--- config.mk ---
export PLATFORM = sky130hd
export DESIGN_NAME = xna_access_unit
export DESIGN_NICKNAME = d
export VERILOG_FILES = /design/src/verilog/xna_pkg.sv /design/src/verilog/xna_access_unit.sv
export SDC_FILE = /design/constraint.sdc
export NUM_CORES = 2
export LEC_CHECK = 0
export BUFFER_PORTS_ARGS = -buffer_cell sky130_fd_sc_hd__buf_4
export CAP_MARGIN = 15
export CORE_MARGIN = 2
export CORE_UTILIZATION = 25
export CTS_BUF_LIST = sky130_fd_sc_hd__clkbuf_4 sky130_fd_sc_hd__clkbuf_8
export CTS_CLUSTER_DIAMETER = 30
export CTS_CLUSTER_SIZE = 12
export DETAILED_ROUTE_END_ITERATION = 10
export REMOVE_ABC_BUFFERS = 1
export SETUP_SLACK_MARGIN = 0.2
export SLEW_MARGIN = 5
export SYNTH_ARGS = -nofsm -noshare
export SYNTH_HDL_FRONTEND = slang
export SYNTH_SLANG_ARGS = --single-unit
--- constraint.sdc ---
create_clock -name clk_i -period 5.04 [get_ports clk_i]
set_input_delay 0.756 -clock clk_i [delete_from_list [all_inputs] [get_ports clk_i]]
set_output_delay 0.756 -clock clk_i [all_outputs]
set_load 0.02 [all_outputs]
--- src/verilog/xna_pkg.sv ---
package xna_pkg;

    // Direct serial register byte addresses
    localparam logic [7:0] ADR_WR_ADDR  = 8'h03;
    localparam logic [7:0] ADR_WR_DATA0 = 8'h04;
    localparam logic [7:0] ADR_WR_DATA1 = 8'h05;
    localparam logic [7:0] ADR_WR_DATA2 = 8'h06;
    localparam logic [7:0] ADR_WR_DATA3 = 8'h07;
    localparam logic [7:0] ADR_WR_CTRL  = 8'h08;
    localparam logic [7:0] ADR_RD_ADDR  = 8'h0B;
    localparam logic [7:0] ADR_RD_CTRL  = 8'h0C;
    localparam logic [7:0] ADR_RD_HI    = 8'h0E;
    localparam logic [7:0] ADR_RD_LO    = 8'h10;
    localparam logic [7:0] ADR_CTRL     = 8'h1E;
    localparam logic [7:0] ADR_WARN     = 8'h26;
    localparam logic [7:0] ADR_KEY      = 8'h3C;

    // Field positions
    localparam int LAUNCH_BIT  = 7;
    localparam int CLW_BIT     = 1;
    localparam int SPECIAL_LSB = 4;

    // Fixed upper nibble of the warning register
    localparam logic [3:0] WARN_TAG = 4'hB;

    // Unlock byte sequence, entry 0 written first
    localparam logic [4:0][7:0] KEY_SEQ =
        {8'h77, 8'h1F, 8'h81, 8'h27, 8'h00};
    localparam logic [2:0] KEY_LAST = 3'h4;

    // Stored write-protect codes
    localparam logic [3:0] LOCK_EE  = 4'hC;
    localparam logic [3:0] LOCK_ALL = 4'h3;

    // Threshold select codes and margin strobes
    localparam logic [3:0] SPC_LOW   = 4'h1;
    localparam logic [3:0] SPC_HIGH  = 4'h2;
    localparam logic [1:0] MRG_NONE  = 2'h0;
    localparam logic [1:0] MRG_LOW   = 2'h1;
    localparam logic [1:0] MRG_HIGH  = 2'h2;

    // Extended address regions (bits 7:6)
    localparam logic [1:0] REG_EE = 2'h0;
    localparam logic [1:0] REG_SH = 2'h1;

    // Timing
    localparam int unsigned CLK_PERIOD_NS = 4;
    localparam int unsigned CLK_MHZ       = 250;
    localparam int unsigned RD_TIME_NS    = 2000;
    localparam int unsigned WR_TIME_MS    = 24;
    localparam int unsigned RD_MAX_CYC    = RD_TIME_NS / CLK_PERIOD_NS;
    localparam int unsigned WR_MAX_CYC    = WR_TIME_MS * 1000 * CLK_MHZ;
    localparam int          TMO_W         = 23;

    typedef enum logic [1:0] {
        ST_IDLE = 2'b00,
        ST_RD   = 2'b01,
        ST_WR   = 2'b10
    } xna_state_type;

endpackage
--- src/verilog/xna_access_unit.sv ---
`timescale 1ns/1ns
module xna_access_unit
    import xna_pkg::*;
#(
    parameter int unsigned WR_TMO_CYC = WR_MAX_CYC
) (
    // Clock and reset
    input  wire logic        clk_i,
    input  wire logic        rst_n_i,
    // Direct register byte port
    input  wire logic        req_wr_i,
    input  wire logic        req_rd_i,
    input  wire logic [7:0]  req_addr_i,
    input  wire logic [7:0]  req_wdata_i,
    output logic             rsp_valid_o,
    output logic      [15:0] rsp_rdata_o,
    // Stored write-protect field
    input  wire logic [3:0]  lock_field_i,
    // EEPROM macro port
    output logic             nvm_req_o,
    output logic             nvm_we_o,
    output logic      [5:0]  nvm_addr_o,
    output logic      [31:0] nvm_wdata_o,
    output logic      [1:0]  nvm_margin_o,
    input  wire logic        nvm_done_i,
    input  wire logic        nvm_abort_i,
    input  wire logic [31:0] nvm_rdata_i,
    // Status
    output logic             unlocked_o,
    output logic             access_fault_flag_o
);

    xna_state_type st_q;
    logic [7:0]       write_target_address_q;
    logic [31:0]      write_data_word_q;
    logic [7:0]       read_target_address_q;
    logic [31:0]      read_data_word_q;
    logic             read_done_flag_q;
    logic             write_done_flag_q;
    logic             access_fault_flag_q;
    logic [3:0]       special_q;
    logic [2:0]       key_step_q;
    logic             unlocked_q;
    logic [TMO_W-1:0] tmo_q;
    logic [23:0]      shadow_mem [64];

    ////////////////////////////////////////////////////////////////////////
    // Decode

    wire wr_at_key  = req_wr_i && req_addr_i == ADR_KEY;
    wire key_match  = req_wdata_i == KEY_SEQ[key_step_q];
    wire key_first  = req_wdata_i == KEY_SEQ[0];
    wire rd_launch  = req_wr_i && req_addr_i == ADR_RD_CTRL
                      && req_wdata_i[LAUNCH_BIT];
    wire wr_launch  = req_wr_i && req_addr_i == ADR_WR_CTRL
                      && req_wdata_i[LAUNCH_BIT];
    // A launch while busy is dropped; done stays clear meanwhile
    wire rd_go      = st_q == ST_IDLE && rd_launch;
    wire wr_go      = st_q == ST_IDLE && wr_launch;
    wire rd_ee      = read_target_address_q[7:6] == REG_EE;
    wire rd_sh      = read_target_address_q[7:6] == REG_SH;
    wire wr_ee      = write_target_address_q[7:6] == REG_EE;
    wire wr_sh      = write_target_address_q[7:6] == REG_SH;
    wire lock_all   = lock_field_i == LOCK_ALL;
    wire lock_ee    = lock_field_i == LOCK_EE || lock_all;
    wire wr_viol    = (wr_ee && (!unlocked_q || lock_ee))
                      || (wr_sh && lock_all);
    wire tmo_zero   = tmo_q == '0;
    wire rd_end     = st_q == ST_RD && (nvm_done_i || tmo_zero);
    wire rd_fail    = st_q == ST_RD && !nvm_done_i && tmo_zero;
    wire wr_fail    = st_q == ST_WR
                      && (nvm_abort_i || (!nvm_done_i && tmo_zero));
    wire wr_end     = st_q == ST_WR && (nvm_done_i || wr_fail);
    wire fault_set  = (wr_go && wr_viol) || wr_fail || rd_fail;
    wire fault_clr  = req_wr_i && req_addr_i == ADR_CTRL
                      && req_wdata_i[CLW_BIT];
    wire [1:0] mrg_sel = special_q == SPC_LOW  ? MRG_LOW  :
                         special_q == SPC_HIGH ? MRG_HIGH :
                         MRG_NONE;
    wire [31:0] ee_word = {nvm_rdata_i[31:26], 2'b00,
                           nvm_rdata_i[23:0]};
    // Shadow cells hold no ECC; upper byte reads as zero
    wire [31:0] sh_word = {8'h00,
                           shadow_mem[read_target_address_q[5:0]]};
    // Auxiliary space is outside this unit and reads as zero
    wire [31:0] fast_word = rd_sh ? sh_word : 32'h0000_0000;

    // Word-wide read view, aligned to the even byte address
    wire [7:0]  even_addr = {req_addr_i[7:1], 1'b0};
    wire [15:0] rd_view =
        even_addr == (ADR_WR_ADDR & 8'hFE) ?
            {8'h00, write_target_address_q} :
        even_addr == ADR_WR_DATA0 ? write_data_word_q[31:16] :
        even_addr == ADR_WR_DATA2 ? write_data_word_q[15:0] :
        even_addr == ADR_WR_CTRL  ?
            {7'h00, st_q == ST_WR, 7'h00, write_done_flag_q} :
        even_addr == (ADR_RD_ADDR & 8'hFE) ?
            {8'h00, read_target_address_q} :
        even_addr == ADR_RD_CTRL  ?
            {7'h00, st_q == ST_RD, 7'h00, read_done_flag_q} :
        even_addr == ADR_RD_HI    ? read_data_word_q[31:16] :
        even_addr == ADR_RD_LO    ? read_data_word_q[15:0] :
        even_addr == ADR_CTRL     ? {special_q, 12'h000} :
        even_addr == ADR_WARN     ?
            {WARN_TAG, 4'h0, access_fault_flag_q, 7'h00} :
        16'h0000;
    // Odd address returns only its own byte
    wire [15:0] rd_byte_sel = req_addr_i[0] ? {8'h00, rd_view[7:0]}
                                            : rd_view;

    ////////////////////////////////////////////////////////////////////////
    // Register port: read answered next cycle, any request every cycle

    always_ff @(posedge clk_i) begin
        if (!rst_n_i) begin
            rsp_valid_o <= 1'b0;
            rsp_rdata_o <= 16'h0000;
        end else begin
            rsp_valid_o <= req_rd_i;
            if (req_rd_i) begin
                rsp_rdata_o <= rd_byte_sel;
            end
        end
    end

    // Plain direct registers, written at any time
    always_ff @(posedge clk_i) begin
        if (!rst_n_i) begin
            write_target_address_q <= 8'h00;
            write_data_word_q      <= 32'h0000_0000;
            read_target_address_q  <= 8'h00;
            special_q              <= 4'h0;
        end else if (req_wr_i) begin
            unique case (req_addr_i)
                ADR_WR_ADDR:  write_target_address_q <= req_wdata_i;
                ADR_WR_DATA0: write_data_word_q[31:24] <= req_wdata_i;
                ADR_WR_DATA1: write_data_word_q[23:16] <= req_wdata_i;
                ADR_WR_DATA2: write_data_word_q[15:8]  <= req_wdata_i;
                ADR_WR_DATA3: write_data_word_q[7:0]   <= req_wdata_i;
                ADR_RD_ADDR:  read_target_address_q <= req_wdata_i;
                ADR_CTRL:     special_q <= req_wdata_i[SPECIAL_LSB +: 4];
                default: ;
            endcase
        end
    end

    ////////////////////////////////////////////////////////////////////////
    // Unlock sequence

    always_ff @(posedge clk_i) begin
        if (!rst_n_i) begin
            key_step_q <= 3'h0;
            unlocked_q <= 1'b0;
        end else if (wr_at_key && !unlocked_q) begin
            if (key_match && key_step_q == KEY_LAST) begin
                unlocked_q <= 1'b1;
            end else if (key_match) begin
                key_step_q <= key_step_q + 3'h1;
            end else begin
                // A stray byte restarts, but may itself begin a sequence
                key_step_q <= key_first ? 3'h1 : 3'h0;
            end
        end
    end

    ////////////////////////////////////////////////////////////////////////
    // Shadow memory, reloaded elsewhere at power-up

    always_ff @(posedge clk_i) begin
        if (wr_go && wr_sh && !wr_viol) begin
            shadow_mem[write_target_address_q[5:0]] <=
                write_data_word_q[23:0];
        end
    end

    ////////////////////////////////////////////////////////////////////////
    // Transaction engine

    always_ff @(posedge clk_i) begin
        if (!rst_n_i) begin
            st_q              <= ST_IDLE;
            read_data_word_q  <= 32'h0000_0000;
            read_done_flag_q  <= 1'b0;
            write_done_flag_q <= 1'b0;
            nvm_req_o         <= 1'b0;
            nvm_we_o          <= 1'b0;
            nvm_addr_o        <= 6'h00;
            nvm_wdata_o       <= 32'h0000_0000;
            nvm_margin_o      <= MRG_NONE;
            tmo_q             <= '0;
        end else begin
            unique case (st_q)
                ST_IDLE: begin
                    if (rd_go && rd_ee) begin
                        read_done_flag_q <= 1'b0;
                        nvm_req_o    <= 1'b1;
                        nvm_we_o     <= 1'b0;
                        nvm_addr_o   <= read_target_address_q[5:0];
                        nvm_margin_o <= mrg_sel;
                        tmo_q        <= TMO_W'(RD_MAX_CYC);
                        st_q         <= ST_RD;
                    end else if (rd_go) begin
                        read_data_word_q <= fast_word;
                        read_done_flag_q <= 1'b1;
                    end else if (wr_go && wr_ee && !wr_viol) begin
                        write_done_flag_q <= 1'b0;
                        nvm_req_o   <= 1'b1;
                        nvm_we_o    <= 1'b1;
                        nvm_addr_o  <= write_target_address_q[5:0];
                        nvm_wdata_o <= write_data_word_q;
                        tmo_q       <= TMO_W'(WR_TMO_CYC);
                        st_q        <= ST_WR;
                    end else if (wr_go) begin
                        // Shadow, aux or refused: ends at once
                        write_done_flag_q <= 1'b1;
                    end
                end
                ST_RD: begin
                    tmo_q <= tmo_q - TMO_W'(1);
                    if (rd_end) begin
                        read_data_word_q <= ee_word;
                        read_done_flag_q <= 1'b1;
                        nvm_req_o        <= 1'b0;
                        nvm_margin_o     <= MRG_NONE;
                        st_q             <= ST_IDLE;
                    end
                end
                ST_WR: begin
                    tmo_q <= tmo_q - TMO_W'(1);
                    if (wr_end) begin
                        write_done_flag_q <= 1'b1;
                        nvm_req_o         <= 1'b0;
                        nvm_we_o          <= 1'b0;
                        st_q              <= ST_IDLE;
                    end
                end
                default: st_q <= ST_IDLE;
            endcase
        end
    end

    // Fault flag: a new event wins over a clear in the same cycle
    always_ff @(posedge clk_i) begin
        if (!rst_n_i) begin
            access_fault_flag_q <= 1'b0;
        end else begin
            access_fault_flag_q <= fault_set
                || (access_fault_flag_q && !fault_clr);
        end
    end

    assign unlocked_o          = unlocked_q;
    assign access_fault_flag_o = access_fault_flag_q;

    ////////////////////////////////////////////////////////////////////////
    // Checks

    a_unlock_only_seq: assert property (@(posedge clk_i) disable iff (!rst_n_i)
        $rose(unlocked_q) |-> $past(wr_at_key && key_step_q == KEY_LAST
            && req_wdata_i == KEY_SEQ[4]))
        else $error("unlock without final key byte");

    a_unlock_sticky: assert property (@(posedge clk_i) disable iff (!rst_n_i)
        unlocked_q |=> unlocked_q)
        else $error("unlock lost before reset");

    a_ee_write_lock: assert property (@(posedge clk_i) disable iff (!rst_n_i)
        wr_go && wr_ee && lock_field_i == LOCK_EE
            |=> !nvm_req_o && write_done_flag_q && access_fault_flag_q)
        else $error("locked EEPROM write not refused");

    a_shadow_lock: assert property (@(posedge clk_i) disable iff (!rst_n_i)
        wr_go && wr_sh && lock_all |=> access_fault_flag_q
            && write_done_flag_q && st_q == ST_IDLE)
        else $error("shadow write under full lock not refused");

    a_fast_read_done: assert property (@(posedge clk_i) disable iff (!rst_n_i)
        rd_go && !rd_ee |=> read_done_flag_q && st_q == ST_IDLE)
        else $error("shadow read not done in one cycle");

    a_ee_read_bound: assert property (@(posedge clk_i) disable iff (!rst_n_i)
        rd_go && rd_ee |=> !read_done_flag_q ##[1:501] read_done_flag_q)
        else $error("EEPROM read exceeded its time");

    a_read_format: assert property (@(posedge clk_i) disable iff (!rst_n_i)
        $rose(read_done_flag_q) |-> read_data_word_q[25:24] == 2'b00)
        else $error("read word bits 25:24 not zero");

    a_margin_code: assert property (@(posedge clk_i) disable iff (!rst_n_i)
        rd_go && rd_ee && special_q == SPC_LOW
            |=> nvm_margin_o == MRG_LOW && nvm_req_o)
        else $error("low threshold not applied");

    a_margin_high: assert property (@(posedge clk_i) disable iff (!rst_n_i)
        rd_go && rd_ee && special_q == SPC_HIGH
            |=> nvm_margin_o == MRG_HIGH && nvm_req_o)
        else $error("high threshold not applied");

    a_pipe_answer: assert property (@(posedge clk_i) disable iff (!rst_n_i)
        req_rd_i && req_addr_i == ADR_RD_ADDR
            |=> rsp_valid_o && rsp_rdata_o == {8'h00, read_target_address_q})
        else $error("read answer missing or wrong");

endmodule

Word-level counts from Yosys, hierarchy flattened
Memories as Yosys holds them, arrays and structs flattened. A register that Yosys moved wholly into a read port is not among the register bits.
Cells that the tools add are included.
{ "totals": {"output_inout_bits": 61, "inputBits": 58, "memories": 2, "rom_bits": 64, "wordCells": 200, "register_bits": 175, "mem_bits_rw": 1536} }
{ "op_classes": {"muxes": 60, "n_eq_ne": 41, "n_reduce_logical": 69, "bitwise_logic": 3, "order_cmp": 1, "add_sub_neg": 2} }
{ "memory_table": {"columns": ["name", "words", "width", "rd", "rd_ports_with_merged_regs", "wr", "line", "rtl"], "rows": [
  ["shadow_mem", 64, 24, 1, 1, 1, "xna_access_unit.sv:45", "logic [23:0] shadow_mem [64];"],
  ["(name not given)", 8, 8, 1, 1, 0, "xna_access_unit.sv:51", "wire key_match = req_wdata_i == KEY_SEQ[key_step_q];"]
]} }
{ "ops": {"columns": ["op", "count"], "rows": [
  ["$mux W16", 11],
  ["$mux W32", 3],
  ["$mux W23", 3],
  ["$pmux W32 S2", 1],
  ["$pmux W23 S2", 1],
  ["$eq A8 B3 Y1 const B", 4],
  ["$mux W6", 5],
  ["$eq A7 B3 Y1 const B", 4],
  ["$logic_and A1 B1 Y1", 26],
  ["$eq A8 B4 Y1 const B", 3],
  ["$mux W24", 1],
  ["$logic_not A23 Y1", 1],
  ["$sub A23 B1 Y23 const B", 1],
  ["$reduce_and A2 Y1", 9],
  ["$mux W1", 17],
  ["$mux W2", 8],
  ["$reduce_and A4 Y1", 4],
  ["$eq A7 B2 Y1 const B", 2],
  ["$eq A7 B4 Y1 const B", 2],
  ["$reduce_and A3 Y1", 4],
  ["$ne A2 B2 Y1 const B", 5],
  ["$reduce_and A5 Y1", 2],
  ["$logic_or A1 B1 Y1", 9],
  ["$mux W3", 3],
  ["29 further kinds", 47]
]} }

Depth between registers and ports, before layout
{ "depth": {"depth_word": 12, "mapped_depth": 11} }

Worst setup path after synthesis
No wires, ideal clock.
{ "synth_timing": {"path_kind": "input to register", "start": "input req_addr_i[5]", "end": "memory shadow_mem[62][0], enable pin", "setup_slack_ns": 1.270, "path_buffers": 2, "cell_stages": 8, "setup_time_ns": 0.405, "required_time_ns": 4.635, "t_arrival_ns": 3.366, "path_cell_list": "buf_2 -> or4_1 -> buf_2 -> nor3_1 -> nand3_1 -> nor2_1 -> nand3_1 -> nor2_1"} }
{ "synth_via": {"elab_chain_len": 8} }
{ "synth_rtl": {"columns": ["element", "line", "rtl"], "rows": [
  ["start: declaration", "xna_access_unit.sv:13", "input wire logic [7:0] req_addr_i,"],
  ["$eq A8 B4 Y1", "xna_access_unit.sv:55", "wire wr_launch = req_wr_i && req_addr_i == ADR_WR_CTRL"],
  ["$logic_and A1 B1 Y1", "xna_access_unit.sv:55", null],
  ["$logic_and A1 B1 Y1", "xna_access_unit.sv:56", "&& req_wdata_i[LAUNCH_BIT];"],
  ["$logic_and A1 B1 Y1", "xna_access_unit.sv:59", "wire wr_go = st_q == ST_IDLE && wr_launch;"],
  ["$logic_and A1 B1 Y1 (2 in series)", "xna_access_unit.sv:170", "if (wr_go && wr_sh && !wr_viol) begin"],
  ["$mux W1", "xna_access_unit.sv:170", null],
  ["$mux W1 (implied by the code)", "xna_access_unit.sv:171", "shadow_mem[write_target_address_q[5:0]] <="],
  ["end: declaration", "xna_access_unit.sv:45", null]
]} }
Every way passes these cells.

Worst setup path after layout
{ "layout_timing": {"start": "register st_q[0]", "end": "memory shadow_mem[25][20], enable pin"} }
{ "layout_via": {"elab_chain_len": 6} }
{ "layout_rtl": {"columns": ["element", "line", "rtl"], "rows": [
  ["start: declaration", "xna_access_unit.sv:33", "xna_state_type st_q;"],
  ["start signal: assignment", "xna_access_unit.sv:181", "st_q <= ST_IDLE;"],
  ["start signal: assignment", "xna_access_unit.sv:201", "st_q <= ST_RD;"],
  ["start signal: assignment", "xna_access_unit.sv:212", "st_q <= ST_WR;"],
  ["$logic_not A2 Y1", "xna_access_unit.sv:59", null],
  ["$logic_and A1 B1 Y1", "xna_access_unit.sv:59", null],
  ["$logic_and A1 B1 Y1 (2 in series)", "xna_access_unit.sv:170", null],
  ["$mux W1", "xna_access_unit.sv:170", null],
  ["$mux W1 (implied by the code)", "xna_access_unit.sv:171", null]
]} }
Every way passes these cells.

==> flow_summary.json <==
{
  "status": "finished, final reports clean",
  "multi_input_area_mm2": 0.0170,
  "setup_viol": 0,
  "post_drt_via_cell_ratio": 4.72,
  "regArea_mm2": 0.0499,
  "critPathBufInv": 3,
  "fillers": 26379,
  "ios": 119,
  "ys_seq_elements": 1722,
  "synth_area_per_cell_um2": 17.3,
  "clkLatencyLatePin_ps": 1030,
  "critPathTopFamily": "simple AND/OR/NAND/NOR gates",
  "synth-edff-count": 1536,
  "timing.rr.start": "st_q[0]",
  "synth_top_area_frac": 0.680,
  "layout_commonest_cell": "edfxtp_1",
  "ys.flop_type": "edfxtp_1",
  "setup_slack_ps": 1300,
  "max_freq_ghz": 0.267,
  "reg2reg_setup_slack_ps": 1300,
  "io_buffers": 116,
  "reg2reg_to": "shadow_mem[25][20]",
  "drcViolationCount": 0,
  "avgRoutedWirePerCell_um": 23.2,
  "final_cell_mix": "edfxtp_1 (1536), mux2i_1 (459), clkbuf_8 (359), buf_4 (274), a21oi_1 (230)",
  "synth_top_area_cell": "edfxtp_1",
  "wl_um": 189000,
  "ant_nets": 0,
  "hold_path_depth": 3,
  "syn2layout_area_growth_pct": 20.4,
  "arrival_ps": 4440,
  "grt_use_total": 0.132,
  "dieArea_mm2": 0.276,
  "endpoint": "shadow_mem[25][20]",
  "p_leak_nw": 22.3,
  "via_count": 38574,
  "grt_max_degree": 116,
  "crit_start": "st_q[0]",
  "cp.required_ps": 5740,
  "worst-slew-pin-transition_ps": 1160,
  "async_reset_ff_frac": 0,
  "antenna_found_initial": 12,
  "maxCapViolCount": 0,
  "drive_above_1_share": 0.264,
  "worst-path-stages": 9,
  "dr.pass1.iters": 6,
  "cellPowerDensity_mw_per_mm2": 391,
  "place_ws_ps": 926,
  "root_buffer": "clkbuf_8",
  "ys_warn_count": 0,
  "worstRegToRegCells": 9,
  "h-tree-depth": 5,
  "ys_seq_area_frac": 0.734,
  "hold_viol": 0,
  "path_common_cell": "inv_1",
  "fin_skew_ps": 104,
  "cp_slowest_cell": "nor2_2",
  "syn_area_mm2": 0.0679,
  "clock_sinks": 1722,
  "p_total_mw": 31.9,
  "cts.path.max_buffers": 4,
  "core_area_mm2": 0.271,
  "rsz0062_at_grt": "no",
  "final_nets": 4394,
  "final-max-slew-violation-count": 0,
  "fp.dieW_um": 525,
  "slew_headroom": 0.227,
  "layout_worst_path_cycle_share": 0.743,
  "initial_core_util": 0.251,
  "path_class": "flop to flop",
  "yosysUniqueCellTypes": 83,
  "min_from": "nvm_rdata_i[26]",
  "dieHeight_um": 525,
  "critPathMaxStageDelay_ps": 610,
  "synth_area_leaders": "edfxtp_1 (68%), mux4_2 (7.2%), mux2i_1 (6.8%)",
  "drt_iter0_markers": 4348,
  "startpoint_type": "flop",
  "final_util": 0.302,
  "gp_congestion": 0.908,
  "grt_pass1_vias": 38052,
  "path_cells": "inv_1, ha_1, or4bb_1, nor3_1, nand4_1, inv_1, nand2_1, nor2_2, buf_12",
  "cts_buffers": 345,
  "cp_max_fo": 19,
  "dp_hpwl_um": 111000,
  "fin_hold_ws_ps": 79.0,
  "hold_path_class": "input pin to flop",
  "fin_tns_setup_ps": 0,
  "globalRouteOverflowTotal": 0,
  "clk_transition_reported_paths_ps": 60,
  "vdd_ir_drop_max_mv": 0.333,
  "row_count": 191,
  "grt_pass1_wl_um": 268000,
  "netlist_instances": 3929,
  "postCtsSetupBuffers": 0,
  "cp-end-kind": "flop",
  "tritoncts": "built",
  "min_period_ps": 3740
}
registers in the layout (all words and copies together) (netlist names), 2 cells and up, named ones only:
name,cells
st_q,2
write_data_word_q,32
read_target_address_q,8
shadow_mem,1536
rsp_rdata_o,16
nvm_wdata_o,32
special_q,4
nvm_margin_o,2
write_target_address_q,8
tmo_q,23
key_step_q,3
read_data_word_q,30
nvm_addr_o,6
worst register-to-register path, stage by stage (launching register included):
cell and delay [ps]:
dfxtp_1 340, inv_1 110, ha_1 360, or4bb_1 520, nor3_1 300, nand4_1 240, inv_1 170, nand2_1 580
nor2_2 610, buf_12 240
layout make-up:
class | count | area share
Multi-Input combinational cell | 1938 | 0.207
Sequential cell | 1722 | 0.611
Inverter | 24 | 0.00113
Tap cell | 3570 | 0.0547
Timing Repair Buffer | 296 | 0.0296
Clock buffer | 389 | 0.0632
Antenna cell | 3 | 0.0000919
Clock inverter | 222 | 0.0332
repair_timing:
action | CTS | global route
hold buffers | 7 | 0
gates resized for setup | 0 | 0
endpoints found under the hold margin | 8 | 0
logic make-up (layout without fill, tap and decap cells):
logic type	after synthesis	count (layout)	share of synthesized area
buffers and inverters	269	931	0.0188
adder cells (fa/ha/maj)	9	9	0.00166
AND/OR/NAND/NOR	575	575	0.0405
flip-flops	1722	1722	0.734
multiplexers	679	679	0.140
other	0	3	0
AO/OA/AOI/OAI	668	668	0.0637
XOR/XNOR	7	7	0.000903
routing by layer:
metal	track usage	part of all wire	up-vias
met5	0	0	-
met4	0.0521	0.037	0
met3	0.0276	0.081	357
met2	0.215	0.48	1771
met1	0.172	0.41	19840
li1	-	-	16606
power by group:
group | leakage [nW] | total [mW] | switching [mW] | internal [mW]
Sequential | 13.3 | 15.4 | 0.0505 | 15.3
Clock | 3.92 | 16.1 | 6.41 | 9.71
Combinational | 5.14 | 0.418 | 0.279 | 0.139
how the worst min path moves through the flow:
stage / endpoint / slack [ps]
3_5_place_dp: read_data_word_q[27] / 450
3_3_place_gp: read_data_word_q[27] / 450
2_1_floorplan: read_data_word_q[26] / 430
4_1_cts: read_data_word_q[26] / 3
5_1_grt: read_data_word_q[26] / 50
6_report: read_data_word_q[26] / 80
per-stage QoR:
| stage | instances | cell area, µm² |
|---|---|---|
| CTS | 8160 | 81700 |
| global placement | 7542 | 73700 |
| detailed placement | 7542 | 73700 |
| finish | 8164 | 81700 |
| floorplan | 3684 | 66700 |
| global route | 8162 | 81700 |
Yosys cell counts (4+ instances only):
master,instances
nand3b_1,10
a311oi_1,9
buf_1,18
mux2_2,4
a21boi_0,6
nor2b_1,38
inv_1,21
nand2_1,195
xnor2_1,7
nand2b_1,9
nor3_1,35
o21a_1,9
ha_1,9
o22ai_1,8
or2_2,4
dfxtp_1,186
a2111oi_0,19
a31oi_1,14
nand3_1,32
or3_1,8
o21ai_0,80
buf_6,8
mux4_2,216
a32oi_1,10
a22o_1,9
o211ai_1,5
mux2i_1,459
clkbuf_1,125
a22oi_1,220
a211oi_1,7
edfxtp_1,1536
and3_1,12
o31a_1,4
a21oi_1,230
nor2_1,160
and2_1,11
nand4_1,6
o21ai_1,13
nor4_1,31
buf_4,30
buf_2,61
Power figures use the tool's default switching activity.
